File: src/logic/hot_swap_defs.vh
`ifndef HOT_SWAP_DEFS_VH
`define HOT_SWAP_DEFS_VH

// ****************************************************************
// Register offsets on the management port
// ****************************************************************
`define ADDR_HV_CHANNEL_LIMITS        8'h03
`define ADDR_HV_CHANNEL_TIMING_ENABLE 8'h04
`define ADDR_LATCHED_CHANNEL_FLAGS    8'h07
`define ADDR_LATCHED_OVERCURRENT      8'h08
`define ADDR_LIVE_FET_STATUS          8'h09

// ****************************************************************
// Reset values and unmapped read value
// ****************************************************************
`define RESET_HV_CHANNEL_LIMITS        8'hBF
`define RESET_HV_CHANNEL_TIMING_ENABLE 8'h01
`define READ_UNMAPPED                  8'h00

// ****************************************************************
// Field positions, limits register
// ****************************************************************
`define LIMIT_SCALE_LSB     0
`define LIMIT_SCALE_MSB     3
`define GOOD_THRESH_LSB     4
`define GOOD_THRESH_MSB     5
`define ORING_POS_OFFSET    6
`define ORING_PERMIT        7

// ****************************************************************
// Field positions, timing and enable register
// ****************************************************************
`define FAULT_CODE_LSB      0
`define FAULT_CODE_MSB      4
`define MASTER_ENABLE       5
`define REARM_LOCKOUT       6
`define DISCHARGE_CONNECT   7

// ****************************************************************
// Field positions, latched and live status registers
// ****************************************************************
`define HV_PG_LOSS_BIT      4
`define HV_TIMEOUT_BIT      5
`define LV_PG_LOSS_BIT      6
`define LV_TIMEOUT_BIT      7
`define HV_OVERCURRENT_BIT  4
`define HV_FASTTRIP_BIT     5
`define LV_OVERCURRENT_BIT  6
`define LV_FASTTRIP_BIT     7
`define BLOCK_GATE_BIT      3
`define SERIES_GATE_BIT     4
`define LV_DIRECTION_BIT    5
`define LV_GATE_BIT         7

// ****************************************************************
// Timing
// ****************************************************************
`define CLOCK_PERIOD_PS     5000
`define FAULT_LSB_PS        450000000
`define FAULT_LSB_CYCLES    (`FAULT_LSB_PS / `CLOCK_PERIOD_PS)
`define UNIT_COUNT_WIDTH    17

`endif

File: src/logic/fault_timer.v
`timescale 1ns/1ps
`include "hot_swap_defs.vh"

// Counts fault-time units while the channel sits in current limit
module fault_timer #(
    parameter UNIT_CYCLES = `FAULT_LSB_CYCLES
) (
    // Clock and reset
    input  wire       clock,
    input  wire       resetn,
    // Control
    input  wire       run,
    input  wire [4:0] code,
    // Result
    output reg        expired
);

    reg  [`UNIT_COUNT_WIDTH-1:0] unitCount_reg;
    reg  [4:0]                   unitsDone_reg;
    wire                         unitTick;
    wire [4:0]                   unitsPlusOne;

    // ****************************************************************
    // Unit divider
    // ****************************************************************
    // Restarted whenever the limit ends, so every run starts a full unit
    assign unitTick     = run && (unitCount_reg == UNIT_CYCLES[`UNIT_COUNT_WIDTH-1:0] - 1'b1);
    assign unitsPlusOne = unitsDone_reg + 5'h1;

    // Divider and unit counter
    always @(posedge clock) begin
        if (!resetn || !run) begin
            unitCount_reg <= {`UNIT_COUNT_WIDTH{1'b0}};
            unitsDone_reg <= 5'h0;
            expired       <= 1'b0;
        end else if (unitTick) begin
            unitCount_reg <= {`UNIT_COUNT_WIDTH{1'b0}};
            // Hold one below the code so a stuck limit does not wrap around
            if (unitsPlusOne == code) begin
                expired       <= 1'b1;
                unitsDone_reg <= unitsDone_reg;
            end else begin
                expired       <= 1'b0;
                unitsDone_reg <= unitsPlusOne;
            end
        end else begin
            unitCount_reg <= unitCount_reg + 1'b1;
            expired       <= 1'b0;
        end
    end

endmodule // fault_timer

File: src/logic/hot_swap_config_status_regs.v
// Behaviour
// - Set the high-voltage power-good-loss flag on an output fall below threshold.
// - Set the high-voltage fault flag when its fault timer expires.
// - Set the low-voltage power-good-loss flag on an output fall below threshold.
// - Set the low-voltage fault flag when its fault timer expires.
// - Reading either latched flag register clears its flags.
// - Set the high-voltage overcurrent flag on entering current limit.
// - Set the high-voltage fast-trip flag when its fast-trip threshold is exceeded.
// - Set the low-voltage overcurrent flag on entering current limit.
// - Set the low-voltage fast-trip flag when its fast-trip threshold is exceeded.
// - Blocking-gate status bit reads high while that gate is commanded high.
// - FET status bits are live and unlatched; all but the blocking-gate bit are active-low conditions.
// - A four-bit field scales high-voltage current limit and fast trip.
// - A two-bit field sets the high-voltage power-good threshold.
// - One bit moves the ORing turn-off threshold to a positive offset.
// - With the ORing permit bit clear the blocking gate stays low.
// - A five-bit code sets fault time in 0.45 ms steps.
// - Master enable clear pulls both series and blocking gates low.
// - With re-arm set, turn-on waits until the output bleeds down.
// - Discharge bit clear disconnects the bleed-down resistor.
`timescale 1ns/1ps
`include "hot_swap_defs.vh"

module hot_swap_config_status_regs #(
    parameter UNIT_CYCLES = `FAULT_LSB_CYCLES
) (
    // Clock and reset
    input  wire       clock,
    input  wire       resetn,
    // Register port from the serial bus engine
    input  wire [7:0] regAddress,
    input  wire       regWrite,
    input  wire [7:0] regWriteData,
    input  wire       regRead,
    output reg  [7:0] regReadData,
    output reg        regReadValid,
    // Analog comparators and the low-voltage channel, asynchronous
    input  wire       hvAboveGood,
    input  wire       lvAboveGood,
    input  wire       hvInLimit,
    input  wire       lvInLimit,
    input  wire       hvFastTrip,
    input  wire       lvFastTrip,
    input  wire       hvOutBelowBleed,
    input  wire       lvTimeout,
    input  wire       hvSeriesEnhancedN,
    input  wire       lvDirectionN,
    input  wire       lvGateOnN,
    // Gate and analog trim controls
    output reg        hvSeriesGate,
    output reg        oringBlockGate,
    output reg  [3:0] hvLimitScale,
    output reg  [1:0] hvGoodThresholdSel,
    output reg        hvOringPositiveOffset,
    output reg        hvDischargeConnect
);

    // ****************************************************************
    // Input synchronisers
    // ****************************************************************
    localparam NUM_SYNC = 11;

    localparam IDX_HV_GOOD   = 0;
    localparam IDX_LV_GOOD   = 1;
    localparam IDX_HV_LIMIT  = 2;
    localparam IDX_LV_LIMIT  = 3;
    localparam IDX_HV_FAST   = 4;
    localparam IDX_LV_FAST   = 5;
    localparam IDX_HV_BLEED  = 6;
    localparam IDX_LV_TOUT   = 7;
    localparam IDX_SERIES_N  = 8;
    localparam IDX_LV_DIR_N  = 9;
    localparam IDX_LV_GATE_N = 10;

    wire [NUM_SYNC-1:0] rawIn;
    reg  [NUM_SYNC-1:0] syncFirst_reg;
    reg  [NUM_SYNC-1:0] syncLevel_reg;
    reg  [NUM_SYNC-1:0] syncPrev_reg;

    assign rawIn = {lvGateOnN, lvDirectionN, hvSeriesEnhancedN, lvTimeout,
                    hvOutBelowBleed, lvFastTrip, hvFastTrip, lvInLimit,
                    hvInLimit, lvAboveGood, hvAboveGood};

    // Two flops per input, then one more for edge detection
    genvar g;
    generate
        for (g = 0; g < NUM_SYNC; g = g + 1) begin : gen_sync
            always @(posedge clock) begin
                if (!resetn) begin
                    syncFirst_reg[g] <= 1'b0;
                    syncLevel_reg[g] <= 1'b0;
                    syncPrev_reg[g]  <= 1'b0;
                end else begin
                    syncFirst_reg[g] <= rawIn[g];
                    syncLevel_reg[g] <= syncFirst_reg[g];
                    syncPrev_reg[g]  <= syncLevel_reg[g];
                end
            end
        end
    endgenerate

    wire [NUM_SYNC-1:0] riseEdge;
    wire [NUM_SYNC-1:0] fallEdge;

    assign riseEdge = syncLevel_reg & ~syncPrev_reg;
    assign fallEdge = ~syncLevel_reg & syncPrev_reg;

    // ****************************************************************
    // Configuration registers
    // ****************************************************************
    reg  [7:0] limits_reg;
    reg  [7:0] timingEnable_reg;
    wire       writeLimits;
    wire       writeTiming;

    assign writeLimits = regWrite && (regAddress == `ADDR_HV_CHANNEL_LIMITS);
    assign writeTiming = regWrite && (regAddress == `ADDR_HV_CHANNEL_TIMING_ENABLE);

    // Writes to read-only or unmapped offsets are dropped
    always @(posedge clock) begin
        if (!resetn) begin
            limits_reg       <= `RESET_HV_CHANNEL_LIMITS;
            timingEnable_reg <= `RESET_HV_CHANNEL_TIMING_ENABLE;
        end else begin
            if (writeLimits) begin
                limits_reg <= regWriteData;
            end
            if (writeTiming) begin
                timingEnable_reg <= regWriteData;
            end
        end
    end

    wire [4:0] faultCode;
    wire       masterEnable;
    wire       rearmLockout;
    wire       oringPermit;

    assign faultCode    = timingEnable_reg[`FAULT_CODE_MSB:`FAULT_CODE_LSB];
    assign masterEnable = timingEnable_reg[`MASTER_ENABLE];
    assign rearmLockout = timingEnable_reg[`REARM_LOCKOUT];
    assign oringPermit  = limits_reg[`ORING_PERMIT];

    // Trim outputs follow the fields directly, one flop behind
    always @(posedge clock) begin
        if (!resetn) begin
            hvLimitScale          <= 4'hF;
            hvGoodThresholdSel    <= 2'h3;
            hvOringPositiveOffset <= 1'b0;
            hvDischargeConnect    <= 1'b0;
        end else begin
            hvLimitScale          <= limits_reg[`LIMIT_SCALE_MSB:`LIMIT_SCALE_LSB];
            hvGoodThresholdSel    <= limits_reg[`GOOD_THRESH_MSB:`GOOD_THRESH_LSB];
            hvOringPositiveOffset <= limits_reg[`ORING_POS_OFFSET];
            hvDischargeConnect    <= timingEnable_reg[`DISCHARGE_CONNECT];
        end
    end

    // ****************************************************************
    // Fault timer
    // ****************************************************************
    wire hvTimerExpired;

    fault_timer #(
        .UNIT_CYCLES (UNIT_CYCLES)
    ) u_hv_fault_timer (
        .clock   (clock),
        .resetn  (resetn),
        .run     (syncLevel_reg[IDX_HV_LIMIT] && hvSeriesGate),
        .code    (faultCode),
        .expired (hvTimerExpired)
    );

    // ****************************************************************
    // High-voltage channel sequencer
    // ****************************************************************
    localparam ST_OFF     = 4'b0001;
    localparam ST_WAIT    = 4'b0010;
    localparam ST_ON      = 4'b0100;
    localparam ST_TRIPPED = 4'b1000;

    reg [3:0] chanState_reg;
    reg [3:0] chanState_next;

    // Next state; a trip holds until software cycles the master enable
    always @* begin
        chanState_next = chanState_reg;
        case (chanState_reg)
            ST_OFF: begin
                if (masterEnable) begin
                    if (rearmLockout && !syncLevel_reg[IDX_HV_BLEED]) begin
                        chanState_next = ST_WAIT;
                    end else begin
                        chanState_next = ST_ON;
                    end
                end
            end
            ST_WAIT: begin
                if (!masterEnable) begin
                    chanState_next = ST_OFF;
                end else if (syncLevel_reg[IDX_HV_BLEED]) begin
                    chanState_next = ST_ON;
                end
            end
            ST_ON: begin
                if (!masterEnable) begin
                    chanState_next = ST_OFF;
                end else if (hvTimerExpired) begin
                    chanState_next = ST_TRIPPED;
                end
            end
            ST_TRIPPED: begin
                if (!masterEnable) begin
                    chanState_next = ST_OFF;
                end
            end
            default: begin
                chanState_next = ST_OFF;
            end
        endcase
    end

    // State and gate drive
    always @(posedge clock) begin
        if (!resetn) begin
            chanState_reg  <= ST_OFF;
            hvSeriesGate   <= 1'b0;
            oringBlockGate <= 1'b0;
        end else begin
            chanState_reg  <= chanState_next;
            hvSeriesGate   <= (chanState_next == ST_ON);
            oringBlockGate <= (chanState_next == ST_ON) && oringPermit;
        end
    end

    // ****************************************************************
    // Latched flag registers
    // ****************************************************************
    reg  [7:0] chanFlags_reg;
    reg  [7:0] ocFlags_reg;
    wire [7:0] chanSet;
    wire [7:0] ocSet;
    wire       readChan;
    wire       readOc;

    assign readChan = regRead && (regAddress == `ADDR_LATCHED_CHANNEL_FLAGS);
    assign readOc   = regRead && (regAddress == `ADDR_LATCHED_OVERCURRENT);

    assign chanSet = ({7'h00, fallEdge[IDX_HV_GOOD]} << `HV_PG_LOSS_BIT)
                   | ({7'h00, hvTimerExpired}        << `HV_TIMEOUT_BIT)
                   | ({7'h00, fallEdge[IDX_LV_GOOD]} << `LV_PG_LOSS_BIT)
                   | ({7'h00, riseEdge[IDX_LV_TOUT]} << `LV_TIMEOUT_BIT);

    assign ocSet = ({7'h00, riseEdge[IDX_HV_LIMIT]} << `HV_OVERCURRENT_BIT)
                 | ({7'h00, riseEdge[IDX_HV_FAST]}  << `HV_FASTTRIP_BIT)
                 | ({7'h00, riseEdge[IDX_LV_LIMIT]} << `LV_OVERCURRENT_BIT)
                 | ({7'h00, riseEdge[IDX_LV_FAST]}  << `LV_FASTTRIP_BIT);

    // An event in the read cycle survives: the set wins over the clear
    always @(posedge clock) begin
        if (!resetn) begin
            chanFlags_reg <= 8'h00;
            ocFlags_reg   <= 8'h00;
        end else begin
            chanFlags_reg <= (readChan ? 8'h00 : chanFlags_reg) | chanSet;
            ocFlags_reg   <= (readOc ? 8'h00 : ocFlags_reg) | ocSet;
        end
    end

    // ****************************************************************
    // Read path
    // ****************************************************************
    reg [7:0] liveStatus;
    reg [7:0] readMux;

    always @* begin
        liveStatus                    = 8'h00;
        liveStatus[`BLOCK_GATE_BIT]   = oringBlockGate;
        liveStatus[`SERIES_GATE_BIT]  = syncLevel_reg[IDX_SERIES_N];
        liveStatus[`LV_DIRECTION_BIT] = syncLevel_reg[IDX_LV_DIR_N];
        liveStatus[`LV_GATE_BIT]      = syncLevel_reg[IDX_LV_GATE_N];
    end

    // Unmapped offsets read as zero rather than stalling the bus engine
    always @* begin
        case (regAddress)
            `ADDR_HV_CHANNEL_LIMITS:        readMux = limits_reg;
            `ADDR_HV_CHANNEL_TIMING_ENABLE: readMux = timingEnable_reg;
            `ADDR_LATCHED_CHANNEL_FLAGS:    readMux = chanFlags_reg;
            `ADDR_LATCHED_OVERCURRENT:      readMux = ocFlags_reg;
            `ADDR_LIVE_FET_STATUS:          readMux = liveStatus;
            default:                        readMux = `READ_UNMAPPED;
        endcase
    end

    // Data captured with the pre-clear flag values
    always @(posedge clock) begin
        if (!resetn) begin
            regReadData  <= 8'h00;
            regReadValid <= 1'b0;
        end else begin
            regReadValid <= regRead;
            if (regRead) begin
                regReadData <= readMux;
            end
        end
    end

endmodule // hot_swap_config_status_regs

File: config.mk
export PLATFORM = sky130hd
export DESIGN_NAME = hot_swap_config_status_regs
export DESIGN_NICKNAME = d
export VERILOG_FILES = /design/src/logic/fault_timer.v /design/src/logic/hot_swap_config_status_regs.v
export VERILOG_INCLUDE_DIRS = /design/src /design/src/logic
export SDC_FILE = /design/constraint.sdc
export NUM_CORES = 1
export LEC_CHECK = 0
export BUFFER_PORTS_ARGS = -buffer_cell sky130_fd_sc_hd__buf_2
export CAP_MARGIN = 0
export CELL_PAD_IN_SITES_DETAIL_PLACEMENT = 2
export CELL_PAD_IN_SITES_GLOBAL_PLACEMENT = 2
export CORE_MARGIN = 2
export CORE_UTILIZATION = 32
export CTS_BUF_LIST = sky130_fd_sc_hd__clkbuf_4 sky130_fd_sc_hd__clkbuf_8 sky130_fd_sc_hd__clkbuf_16
export CTS_CLUSTER_DIAMETER = 200
export CTS_CLUSTER_SIZE = 30
export DETAILED_ROUTE_END_ITERATION = 16
export PLACE_DENSITY_LB_ADDON = 0.1
export SLEW_MARGIN = 20
export SYNTH_ARGS = -nofsm -noshare
export SYNTH_HDL_FRONTEND = slang
export SYNTH_HIERARCHICAL = 1
export SYNTH_SLANG_ARGS = --single-unit
File: constraint.sdc
create_clock -name clock -period 2 [get_ports clock]
set_clock_uncertainty 0.2 [all_clocks]
set_input_delay 0.4 -clock clock [delete_from_list [all_inputs] [get_ports clock]]
set_output_delay 0.4 -clock clock [all_outputs]
set_load 0.01 [all_outputs]
==> results of run 1 <==
==> layer usage <==
metal	GRT usage (%)	wire, um	vias up
met4	7.24	207	0
met5	0	0	-
met1	21.5	4810	1522
met3	2.91	328	18
met2	27.9	4980	49
li1	-	-	1554
==> synth_stat cells (all sizes together), types with 4 or more instances <==
master	number
nand2b	8
xor2	11
a22oi	7
a21oi	15
buf	5
o21ai	11
mux2i	8
xnor2	11
nand3	17
dfxtp	99
inv	6
nand2	34
nor4	5
nand4	9
nor2	25
a21boi	8
nor2b	20
nor4b	4
and2	37
and3	4
clkbuf	11
==> logic make-up after synthesis <==
family / share of synthesized area, %
AND/OR/NAND/NOR: 28.2
flip-flops: 50.6
XOR/XNOR: 4.92
buffers and inverters: 2.33
multiplexers: 2.33
adder cells (fa/ha/maj): 0.639
AO/OA/AOI/OAI: 11.0
==> where the power goes <==
| group | internal (mW) | switching (mW) |
|---|---|---|
| Clock | 0.912 | 0.730 |
| Combinational | 0.0689 | 0.0845 |
| Sequential | 2.01 | 0.0142 |
| Total | 2.99 | 0.829 |
==> per-stage QoR <==
stage / setup WS (ps) / area, sq um / hold WS (ps)
5_1_grt: -62.7 / 4940 / 58.3
2_1_floorplan: 56.5 / 3920 / 212
6_report: 26.5 / 4940 / 63.3
3_5_place_dp: -141 / 4550 / 222
4_1_cts: 2.63 / 4890 / 50.2
3_3_place_gp: -34.8 / 4550 / 215
==> area by class of cell <==
cell class,count,area [sq um],share of cell area (%)
sequential,99,1990,40.3
clock inverter,2,12.5,0.253
multi-input combinational,282,1940,39.2
timing repair buffer,82,531,10.7
tap,147,184,3.72
clock buffer,13,262,5.30
inverter,6,22.5,0.456
==> worst reg2reg max path, cell delays in order (launching register included) <==
cell	delay, ps
dfxtp_2	350
ha_4	180
and4b_1	180
o211ai_1	160
buf_4	160
a211oi_4	60
or4_1	490
a21oi_1	130
==> how the worst max path moves through the flow <==
stage	depth (start not counted)	startpoint	end
4_1_cts	6	hvSeriesGate	u_hv_fault_timer/unitsDone_reg[2]
6_report	7	u_hv_fault_timer/unitsDone_reg[1]	u_hv_fault_timer/unitsDone_reg[4]
3_5_place_dp	5	regAddress[5]	regReadData[7]
5_1_grt	7	u_hv_fault_timer/unitCount_reg[0]	u_hv_fault_timer/unitsDone_reg[2]
3_3_place_gp	5	regAddress[5]	regReadData[7]
2_1_floorplan	6	u_hv_fault_timer/unitsDone_reg[0]	u_hv_fault_timer/unitsDone_reg[4]
==> what timing repair did <==
action / 4_1_cts / 5_1_grt
pin swaps: 8 / 6
gates resized for setup: 14 / 9
setup buffers: 1 / 1
endpoints found under the setup margin: 5 / 15
==> impl_metrics.py, run 1 <==
metrics = {
    "worst_setup_path": {
        "worstSetupStartpointType": "flop",
        "critical_path_arrival_ps": 2040,
        "end_kind": "flop",
        "r2r_setup_slack_ps": 30,
        "critPathSlowestCell": "or4_1",
        "r2r-end": "u_hv_fault_timer/unitsDone_reg[4]",
        "timing.critical_path.cells": "ha_4 -> and4b_1 -> o211ai_1 -> buf_4 -> a211oi_4 -> or4_1 -> a21oi_1",
        "timing.critical_path.fanout_max": 8,
        "reg2reg_from": "u_hv_fault_timer/unitsDone_reg[1]",
        "timing_worst_setup_path_type": "reg2reg",
        "timing.reg2reg.worst_path_depth": 7,
        "worst_path_largest_cell_delay_ps": 490,
        "critPathTopFamily": "simple AND/OR/NAND/NOR gates",
        "worstPathBufferInverterCount": 1,
        "worstPathRequired_ps": 2070,
    },
    "final_layout": {
        "area_delta_synth_final_pct": 26.1,
        "num-fill-cells": 1337,
        "mostFrequentLayoutCells": "dfxtp_1, buf_2, and2_1, nand2_1, buf_4",
        "nNetsFinal": 513,
        "antenna-diode-count": 0,
        "mostFrequentLayoutCell": "dfxtp_1",
        "largest_register_ff_count": 17,
        "finalCoreUtilization_pct": 41.3,
        "final_cells": 631,
        "drive_gt1_share_pct": 26.9,
    },
    "timing": {
        "worst_slew_pin_slew_ps": 432,
        "final_hold_vio_count": 0,
        "slew_headroom_pct": 71.1,
        "rsz_0062_raised_after_global_routing": "true",
        "fmaxAchievable_mhz": 507,
        "setup-tns-final_ps": 0,
        "final.min_clock_period_ps": 1970,
        "finalSetupViolations": 0,
        "timing_max_transition_violations_final": 0,
        "final_min_period_over_clock_period_pct": 98.7,
    },
    "grt": {
        "grt_max_degree": 24,
        "vias_in_the_first_global_route": 3385,
        "number_of_antenna_violations_at_the_first_check_in_global_routing": 0,
        "grt_overflow_total": 0,
        "grt_first_pass_wirelength_um": 17200,
        "gr-usage-all-layers_pct": 16.8,
    },
    "place": {
        "place_congestion": 0.776,
        "place_inst": 614,
        "placement.io_buffers": 49,
        "hpwl_um": 7600,
    },
    "floorplan": {
        "area_of_the_placeable_core_sq_um": 12000,
        "row_count": 40,
        "floorplan.io_pins": 50,
        "fp.dieW_um": 115,
        "dieArea_sq_um": 13100,
        "floorplan.initialDensity_pct": 32.7,
        "die-height_um": 115,
    },
    "status": {
        "status": "complete, no violations",
    },
    "hold_path": {
        "hold_path_depth": 2,
        "worst_hold_startpoint": "hvSeriesEnhancedN",
        "holdPathEnd": "syncFirst_reg[8]",
        "worstHoldPathType": "in2reg",
    },
    "job": {
        "drv.max_cap_violation_count": 0,
    },
    "synth": {
        "synth_top_area_cell": "dfxtp_1",
        "synth_nets": 436,
        "synth.yosys.seq_area_share_pct": 50.6,
        "synth_largest_type_area_fraction_pct": 50.6,
        "synth_flop_cell": "dfxtp_1",
        "yosys_warnings": 6,
        "synth.lib_cells_used.distinct": 58,
        "share_of_async_settable_or_async_resettable_flops_after_synthesis_pct": 0,
        "post_synth_instance_area_sq_um": 3920,
        "synth_area_per_cell_sq_um": 9.71,
        "synth_cells": 403,
        "synth-edff-count": 0,
        "yosys-top-cells-area": "dfxtp_1, and2_1, nor2b_1",
        "synth_seq_cells": 99,
    },
    "clock_tree": {
        "ctsRootBufferMaster": "clkbuf_16",
        "clk_path_buf_depth": 2,
        "cts_tree": "built",
        "numCtsBuffers": 9,
        "clock_sink_count": 99,
        "clock_insertion_delay_worst_skew_ps": 340,
        "cts_max_level": 3,
        "clk_transition_reported_paths_ps": 60,
        "postCtsHoldBufs": 0,
    },
    "drt": {
        "count_of_routing_violations_after_the_opening_detailed_route_iteration": 58,
        "drc": 0,
        "routed_wl_um": 10300,
        "route.vias.total": 3143,
        "wl_per_cell_um": 16.4,
        "firstDrtPassIters": 4,
        "ant_nets": 0,
        "route.detailed.vias_per_inst": 4.98,
    },
    "pwr": {
        "powerDensity_nw_per_um2": 773,
        "power.total_mw": 3.82,
        "peakVddDrop_uv": 296,
        "power.static_leakage_nw": 1.83,
    },
}
Power figures use the tool's default switching activity.
==> inputs of run 2 (changes only) <==
Settings changed: BUFFER_PORTS_ARGS -buffer_cell sky130_fd_sc_hd__buf_2 to default, CORE_MARGIN 2 to default, CORE_UTILIZATION 32 to 35, DONT_BUFFER_PORTS from default to 1.
==> run 2 against run 1 <==
The run now ends with negative setup slack left. Global-route usage rose by 3.1 points. Non-clock buffer count fell by 29. Hold slack worse by 39 ps. Sequential power is essentially flat. Register-to-register slack worse by 40 ps. Clock power fell by 9%. Critical endpoint is now u_hv_fault_timer/unitsDone_reg[0].
==> impl_metrics.py, run 2 (synthesis gave the netlist of run 1 again) <==
metrics = {
    "clock_tree": {
        "numCtsBuffers": 9,
        "ctsRootBufferMaster": "clkbuf_8",
        "cts_tree": "built",
        "clk_path_buf_depth": 2,
        "clk_transition_reported_paths_ps": 90,
        "clock_insertion_delay_worst_skew_ps": 380,
        "clock_sink_count": 99,
        "cts_max_level": 3,
    },
    "timing": {
        "final_min_period_over_clock_period_pct": 101,
        "worst_slew_pin_slew_ps": 449,
        "fmaxAchievable_mhz": 496,
        "rsz_0062_raised_after_global_routing": "true",
        "setup-tns-final_ps": -15.9,
        "setup_ws_ps": -15.9,
        "finalSetupViolations": 1,
        "final.min_clock_period_ps": 2020,
        "final_hold_vio_count": 0,
        "timing_max_transition_violations_final": 0,
        "slew_headroom_pct": 69.9,
    },
    "drt": {
        "routed_wl_um": 10500,
        "route.detailed.vias_per_inst": 5.15,
        "count_of_routing_violations_after_the_opening_detailed_route_iteration": 104,
        "wl_per_cell_um": 17.6,
        "ant_nets": 0,
        "drc": 0,
        "firstDrtPassIters": 4,
        "route.vias.total": 3070,
    },
    "grt": {
        "vias_in_the_first_global_route": 3357,
        "number_of_antenna_violations_at_the_first_check_in_global_routing": 0,
        "gr-usage-all-layers_pct": 19.9,
        "gr-max-usage-layer": "met2",
        "grt_max_degree": 66,
        "grt_overflow_total": 0,
        "grt_first_pass_wirelength_um": 17400,
        "met3_usage_grt_pct": 4.36,
        "use_met1_pct": 23.9,
        "groute.layer.met2.usage_pct": 34.5,
    },
    "place": {
        "placement.io_buffers": 0,
        "placed_cell_area_sq_um": 4230,
        "hpwl_um": 7260,
        "place_congestion": 0.732,
    },
    "floorplan": {
        "area_of_the_placeable_core_sq_um": 10900,
        "row_count": 38,
        "floorplan.initialDensity_pct": 36.0,
        "fp.dieW_um": 108,
        "dieArea_sq_um": 11600,
        "die-height_um": 108,
        "floorplan.io_pins": 50,
    },
    "hold_path": {
        "worstHoldPathType": "in2reg",
    },
    "worst_setup_path": {
        "timing.critical_path.fanout_max": 8,
        "worstPathRequired_ps": 2110,
        "end_kind": "flop",
        "worst_path_largest_cell_delay_ps": 350,
        "critical_path_arrival_ps": 2120,
        "critPathSlowestCell": "dfxtp_2",
        "timing_worst_setup_path_type": "reg2reg",
        "timing.critical_path.cells": "ha_4 -> xnor2_2 -> o211ai_1 -> buf_4 -> a211oi_4 -> buf_4 -> o21ai_1 -> a21oi_1",
        "critPathTopFamily": "compound AO/OA/AOI/OAI gates",
        "worstSetupStartpointType": "flop",
        "worstPathBufferInverterCount": 2,
        "critical-path-top-cell-by-count": "buf_4",
    },
    "final_layout": {
        "drive_gt1_share_pct": 16.4,
        "mostFrequentLayoutCell": "dfxtp_1",
        "num-fill-cells": 1156,
        "largest_register_ff_count": 17,
        "nNetsFinal": 484,
        "area_delta_synth_final_pct": 23.1,
        "mostFrequentLayoutCells": "dfxtp_1, and2_1, nand2_1, buf_4, nor2_1",
        "antenna-diode-count": 0,
        "design_area_sq_um": 4820,
    },
    "pwr": {
        "power.total_mw": 3.65,
        "power.static_leakage_nw": 1.70,
        "peakVddDrop_uv": 439,
        "powerDensity_nw_per_um2": 756,
    },
    "status": {
        "status": "finished, violations left",
        "failed_checks": "negative setup slack",
    },
    "job": {
        "drv.max_cap_violation_count": 0,
    },
}
run 2: cell count changes in the layout (fill, tap and decap cells not counted), moves of 2 or more:
cell | before | now
buf_2 | 49 | 0
a21oi_2 | 2 | 0
bufinv_16 | 0 | 2
dlygate4sd3_1 | 0 | 22
clkbuf_16 | 9 | 0
clkbuf_4 | 3 | 1
clkbuf_8 | 1 | 11
run 2: stage by stage:
| step | setup slack, ps | instances | hold WS, ps | utilization (%) |
|---|---|---|---|---|
| after CTS | 1.38 | 596 | 1.09 | 44.1 |
| after global routing | -114 | 596 | 33.1 | 44.3 |
| after global placement | 18.0 | 553 | 213 | 38.9 |
| final | -15.9 | 596 | 24.7 | 44.3 |
| after floorplan | 56.5 | 403 | 212 | - |
| after detailed placement | -116 | 553 | 223 | 38.9 |
run 2: worst register-to-register path, delay by kind of cell, from the launching register on:
family	cells	cell delay (ps)
compound gates	4	630
xor+xnor	1	150
fa+ha+maj	1	250
buf+inv	2	360
flops	1	350
run 2: cell type report:
class                           instances  area (sq um)  area share (%)
Clock buffer                           12           159            3.30
Clock inverter                          4          72.6            1.51
Inverter                                6          22.5           0.467
Multi-Input combinational cell        282          1920            39.9
Sequential cell                        99          1990            41.3
Tap cell                              140           175            3.63
Timing Repair Buffer                   53           478            9.91
run 2: repair_timing:
item | CTS | global route
gates resized for setup | 16 | 3
buffers inserted | 4 | 0
setup endpoints to repair | 5 | 20
hold buffers | 23 | 0
endpoints found under the hold margin | 65 | 0
pin swaps | 7 | 2
run 2: final timing paths:
kind         slack [ps]                               from                                end  depth (start not counted)
min                  20                      regAddress[3]                     regReadData[4]                          2
max reg2reg         -20  u_hv_fault_timer/unitsDone_reg[1]  u_hv_fault_timer/unitsDone_reg[0]                          8
min reg2reg         220  u_hv_fault_timer/unitCount_reg[0]  u_hv_fault_timer/unitCount_reg[0]                          1
max                 -20  u_hv_fault_timer/unitsDone_reg[1]  u_hv_fault_timer/unitsDone_reg[0]                          8
run 2: report_power, final:
group / total, mW / switching, mW / internal (mW)
Clock: 1.49 / 0.704 / 0.785
Sequential: 2.02 / 0.0173 / 2.01
Combinational: 0.135 / 0.0609 / 0.0738
Total: 3.65 / 0.782 / 2.86
run 2: layer usage:
metal | share of wire [%] | wire, um
met4 | 1.7 | 181
met5 | 0 | 0
met1 | 45 | 4740
met3 | 2.8 | 296
met2 | 50 | 5260
==> inputs of run 3 (changes only) <==
Settings changed: CORE_UTILIZATION 35 to 31.
==> run 3 against run 2 <==
The run now ends clean. Cell count increased by 6.0%. Flip-flop and latch count unchanged. Non-clock buffer count increased by 6. First-iteration DRC count unchanged. Core utilization decreased by 2.8 points. Highest routed layer unchanged. Design area increased by 4.5%. Critical path type unchanged. Die area increased by 13%. Register-to-register slack improved by 20 ps. Sequential power about the same. Critical path depth decreased by 1.
==> impl_metrics.py, run 3 (synthesis gave the netlist of run 1 again) <==
metrics = {
    "status": {
        "status": "complete, no violations",
    },
    "drt": {
        "count_of_routing_violations_after_the_opening_detailed_route_iteration": 104,
        "drc": 0,
        "routed_wl_um": 10500,
        "ant_nets": 0,
        "route.detailed.vias_per_inst": 4.84,
        "wl_per_cell_um": 16.6,
        "route.vias.total": 3057,
        "firstDrtPassIters": 4,
    },
    "final_layout": {
        "largest_register_ff_count": 17,
        "area_delta_synth_final_pct": 28.7,
        "mostFrequentLayoutCells": "dfxtp_1, and2_1, nand2_1, buf_4, nor2_1",
        "drive_gt1_share_pct": 17.5,
        "mostFrequentLayoutCell": "dfxtp_1",
        "nNetsFinal": 490,
    },
    "worst_setup_path": {
        "r2r-end": "u_hv_fault_timer/unitsDone_reg[1]",
        "timing.reg2reg.worst_path_depth": 7,
        "timing_worst_setup_path_type": "reg2reg",
        "worst_path_largest_cell_delay_ps": 430,
        "timing.critical_path.fanout_max": 7,
        "critPathSlowestCell": "a211oi_2",
        "reg2reg_from": "u_hv_fault_timer/unitsDone_reg[1]",
        "end_kind": "flop",
        "worstPathRequired_ps": 2100,
        "critical_path_arrival_ps": 2090,
        "worstSetupStartpointType": "flop",
        "timing.critical_path.cells": "ha_4 -> xnor2_2 -> o211ai_1 -> a211oi_2 -> buf_4 -> o21a_1 -> o21ba_2",
        "r2r_setup_slack_ps": 7,
    },
    "grt": {
        "grt_first_pass_wirelength_um": 17300,
        "use_met1_pct": 23.0,
        "gr-max-usage-layer": "met2",
        "gr-usage-all-layers_pct": 17.5,
        "grt_max_degree": 65,
        "met3_usage_grt_pct": 4.45,
        "number_of_antenna_violations_at_the_first_check_in_global_routing": 1,
        "vias_in_the_first_global_route": 3233,
        "grt_overflow_total": 0,
        "groute.layer.met2.usage_pct": 27.8,
    },
    "place": {
        "place_congestion": 0.739,
        "hpwl_um": 6970,
        "placement.io_buffers": 0,
    },
    "hold_path": {
        "holdPathEnd": "limits_reg[0]",
        "worst_hold_startpoint": "regWriteData[0]",
        "hold_path_depth": 2,
        "worstHoldPathType": "in2reg",
    },
    "clock_tree": {
        "clk_transition_reported_paths_ps": 70,
        "cts_max_level": 3,
        "clock_sink_count": 99,
        "cts_tree": "built",
        "numCtsBuffers": 9,
        "ctsRootBufferMaster": "clkbuf_16",
        "clk_path_buf_depth": 2,
        "clock_insertion_delay_worst_skew_ps": 350,
    },
    "timing": {
        "final_min_period_over_clock_period_pct": 99.7,
        "timing_max_transition_violations_final": 0,
        "finalHoldWorstSlack_ps": 18.9,
        "slew_headroom_pct": 71.4,
        "final.min_clock_period_ps": 1990,
        "rsz_0062_raised_after_global_routing": "true",
        "worst_slew_pin_slew_ps": 428,
        "finalSetupViolations": 0,
        "fmaxAchievable_mhz": 502,
        "final_hold_vio_count": 0,
    },
    "floorplan": {
        "fp.dieW_um": 114,
        "die-height_um": 114,
        "floorplan.io_pins": 50,
        "row_count": 40,
        "area_of_the_placeable_core_sq_um": 12200,
        "floorplan.initialDensity_pct": 32.2,
        "dieArea_sq_um": 13100,
    },
    "pwr": {
        "powerDensity_nw_per_um2": 832,
        "peakVddDrop_uv": 611,
        "power.static_leakage_nw": 1.75,
        "power.total_mw": 4.20,
    },
    "job": {
        "drv.max_cap_violation_count": 0,
    },
}
[run 3: cell count changes in the layout (fill, tap and decap cells not counted), sizes merged]
cell	change
diode	+2
bufinv	+1
inv	+2
clkinvlp	+1
dlymetal6s4s	+1
clkbuf	-3
clkinv	-1
dlygate4sd3	+2
buf	+3
[run 3: layout make-up]
type,instances,area [sq um]
Multi-Input combinational cell,282,1920
Timing Repair Buffer,59,546
Sequential cell,99,1990
Clock buffer,9,225
Fill cell,1326,7120
Tap cell,168,210
Clock inverter,7,123
Inverter,6,22.5
Antenna cell,2,5.00
[run 3: worst max-delay path by stage]
| stage | from | endpoint | slack (ps) | cells after the start |
|---|---|---|---|---|
| 2_1_floorplan | u_hv_fault_timer/unitsDone_reg[0] | u_hv_fault_timer/unitsDone_reg[4] | 60 | 6 |
| 3_5_place_dp | u_hv_fault_timer/unitsDone_reg[0] | u_hv_fault_timer/unitsDone_reg[1] | -120 | 7 |
| 4_1_cts | u_hv_fault_timer/unitsDone_reg[1] | u_hv_fault_timer/unitsDone_reg[4] | 7 | 6 |
| 5_1_grt | u_hv_fault_timer/unitsDone_reg[1] | u_hv_fault_timer/unitsDone_reg[2] | -100 | 6 |
| 3_3_place_gp | regAddress[5] | regReadData[4] | 20 | 4 |
| 6_report | u_hv_fault_timer/unitsDone_reg[1] | u_hv_fault_timer/unitsDone_reg[1] | 7 | 7 |
[run 3: stage by stage]
step | cells | setup TNS [ps] | area (sq um) | setup slack [ps] | util, %
global placement | 582 | 0 | 4290 | 15.6 | 35.3
finish | 632 | 0 | 5040 | 6.56 | 41.4
floorplan | 403 | 0 | 3920 | 56.5 | -
global route | 631 | -391 | 5040 | -97.1 | 41.4
detailed placement | 582 | -374 | 4290 | -116 | 35.3
CTS | 625 | 0 | 4940 | 6.81 | 40.6
[run 3: routing by layer]
layer / part of all wire, % / wire length (um)
met5: 0 / 0
met4: 1.5 / 154
met3: 4.1 / 434
met2: 47 / 4890
met1: 48 / 5010
[run 3: where the power goes]
group	switching, mW	total [mW]	internal, mW
Sequential	0.0172	2.02	2.01
Combinational	0.0605	0.139	0.0784
Clock	0.802	2.03	1.23
[run 3: worst max-delay path, delay by kind of cell (launching register included)]
kind | cells | cell delay (ps)
AO/OA/AOI/OAI | 4 | 810
XOR/XNOR | 1 | 110
adder cells (fa/ha/maj) | 1 | 280
buffers and inverters | 1 | 190
flip-flops | 1 | 340
[run 3: timing repair]
item / CTS / global route
hold buffers: 26 / 0
gates resized for setup: 7 / 13
hold endpoints to repair: 65 / 0
setup buffers: 1 / 5
setup endpoints to repair: 5 / 6
pin swaps: 7 / 9
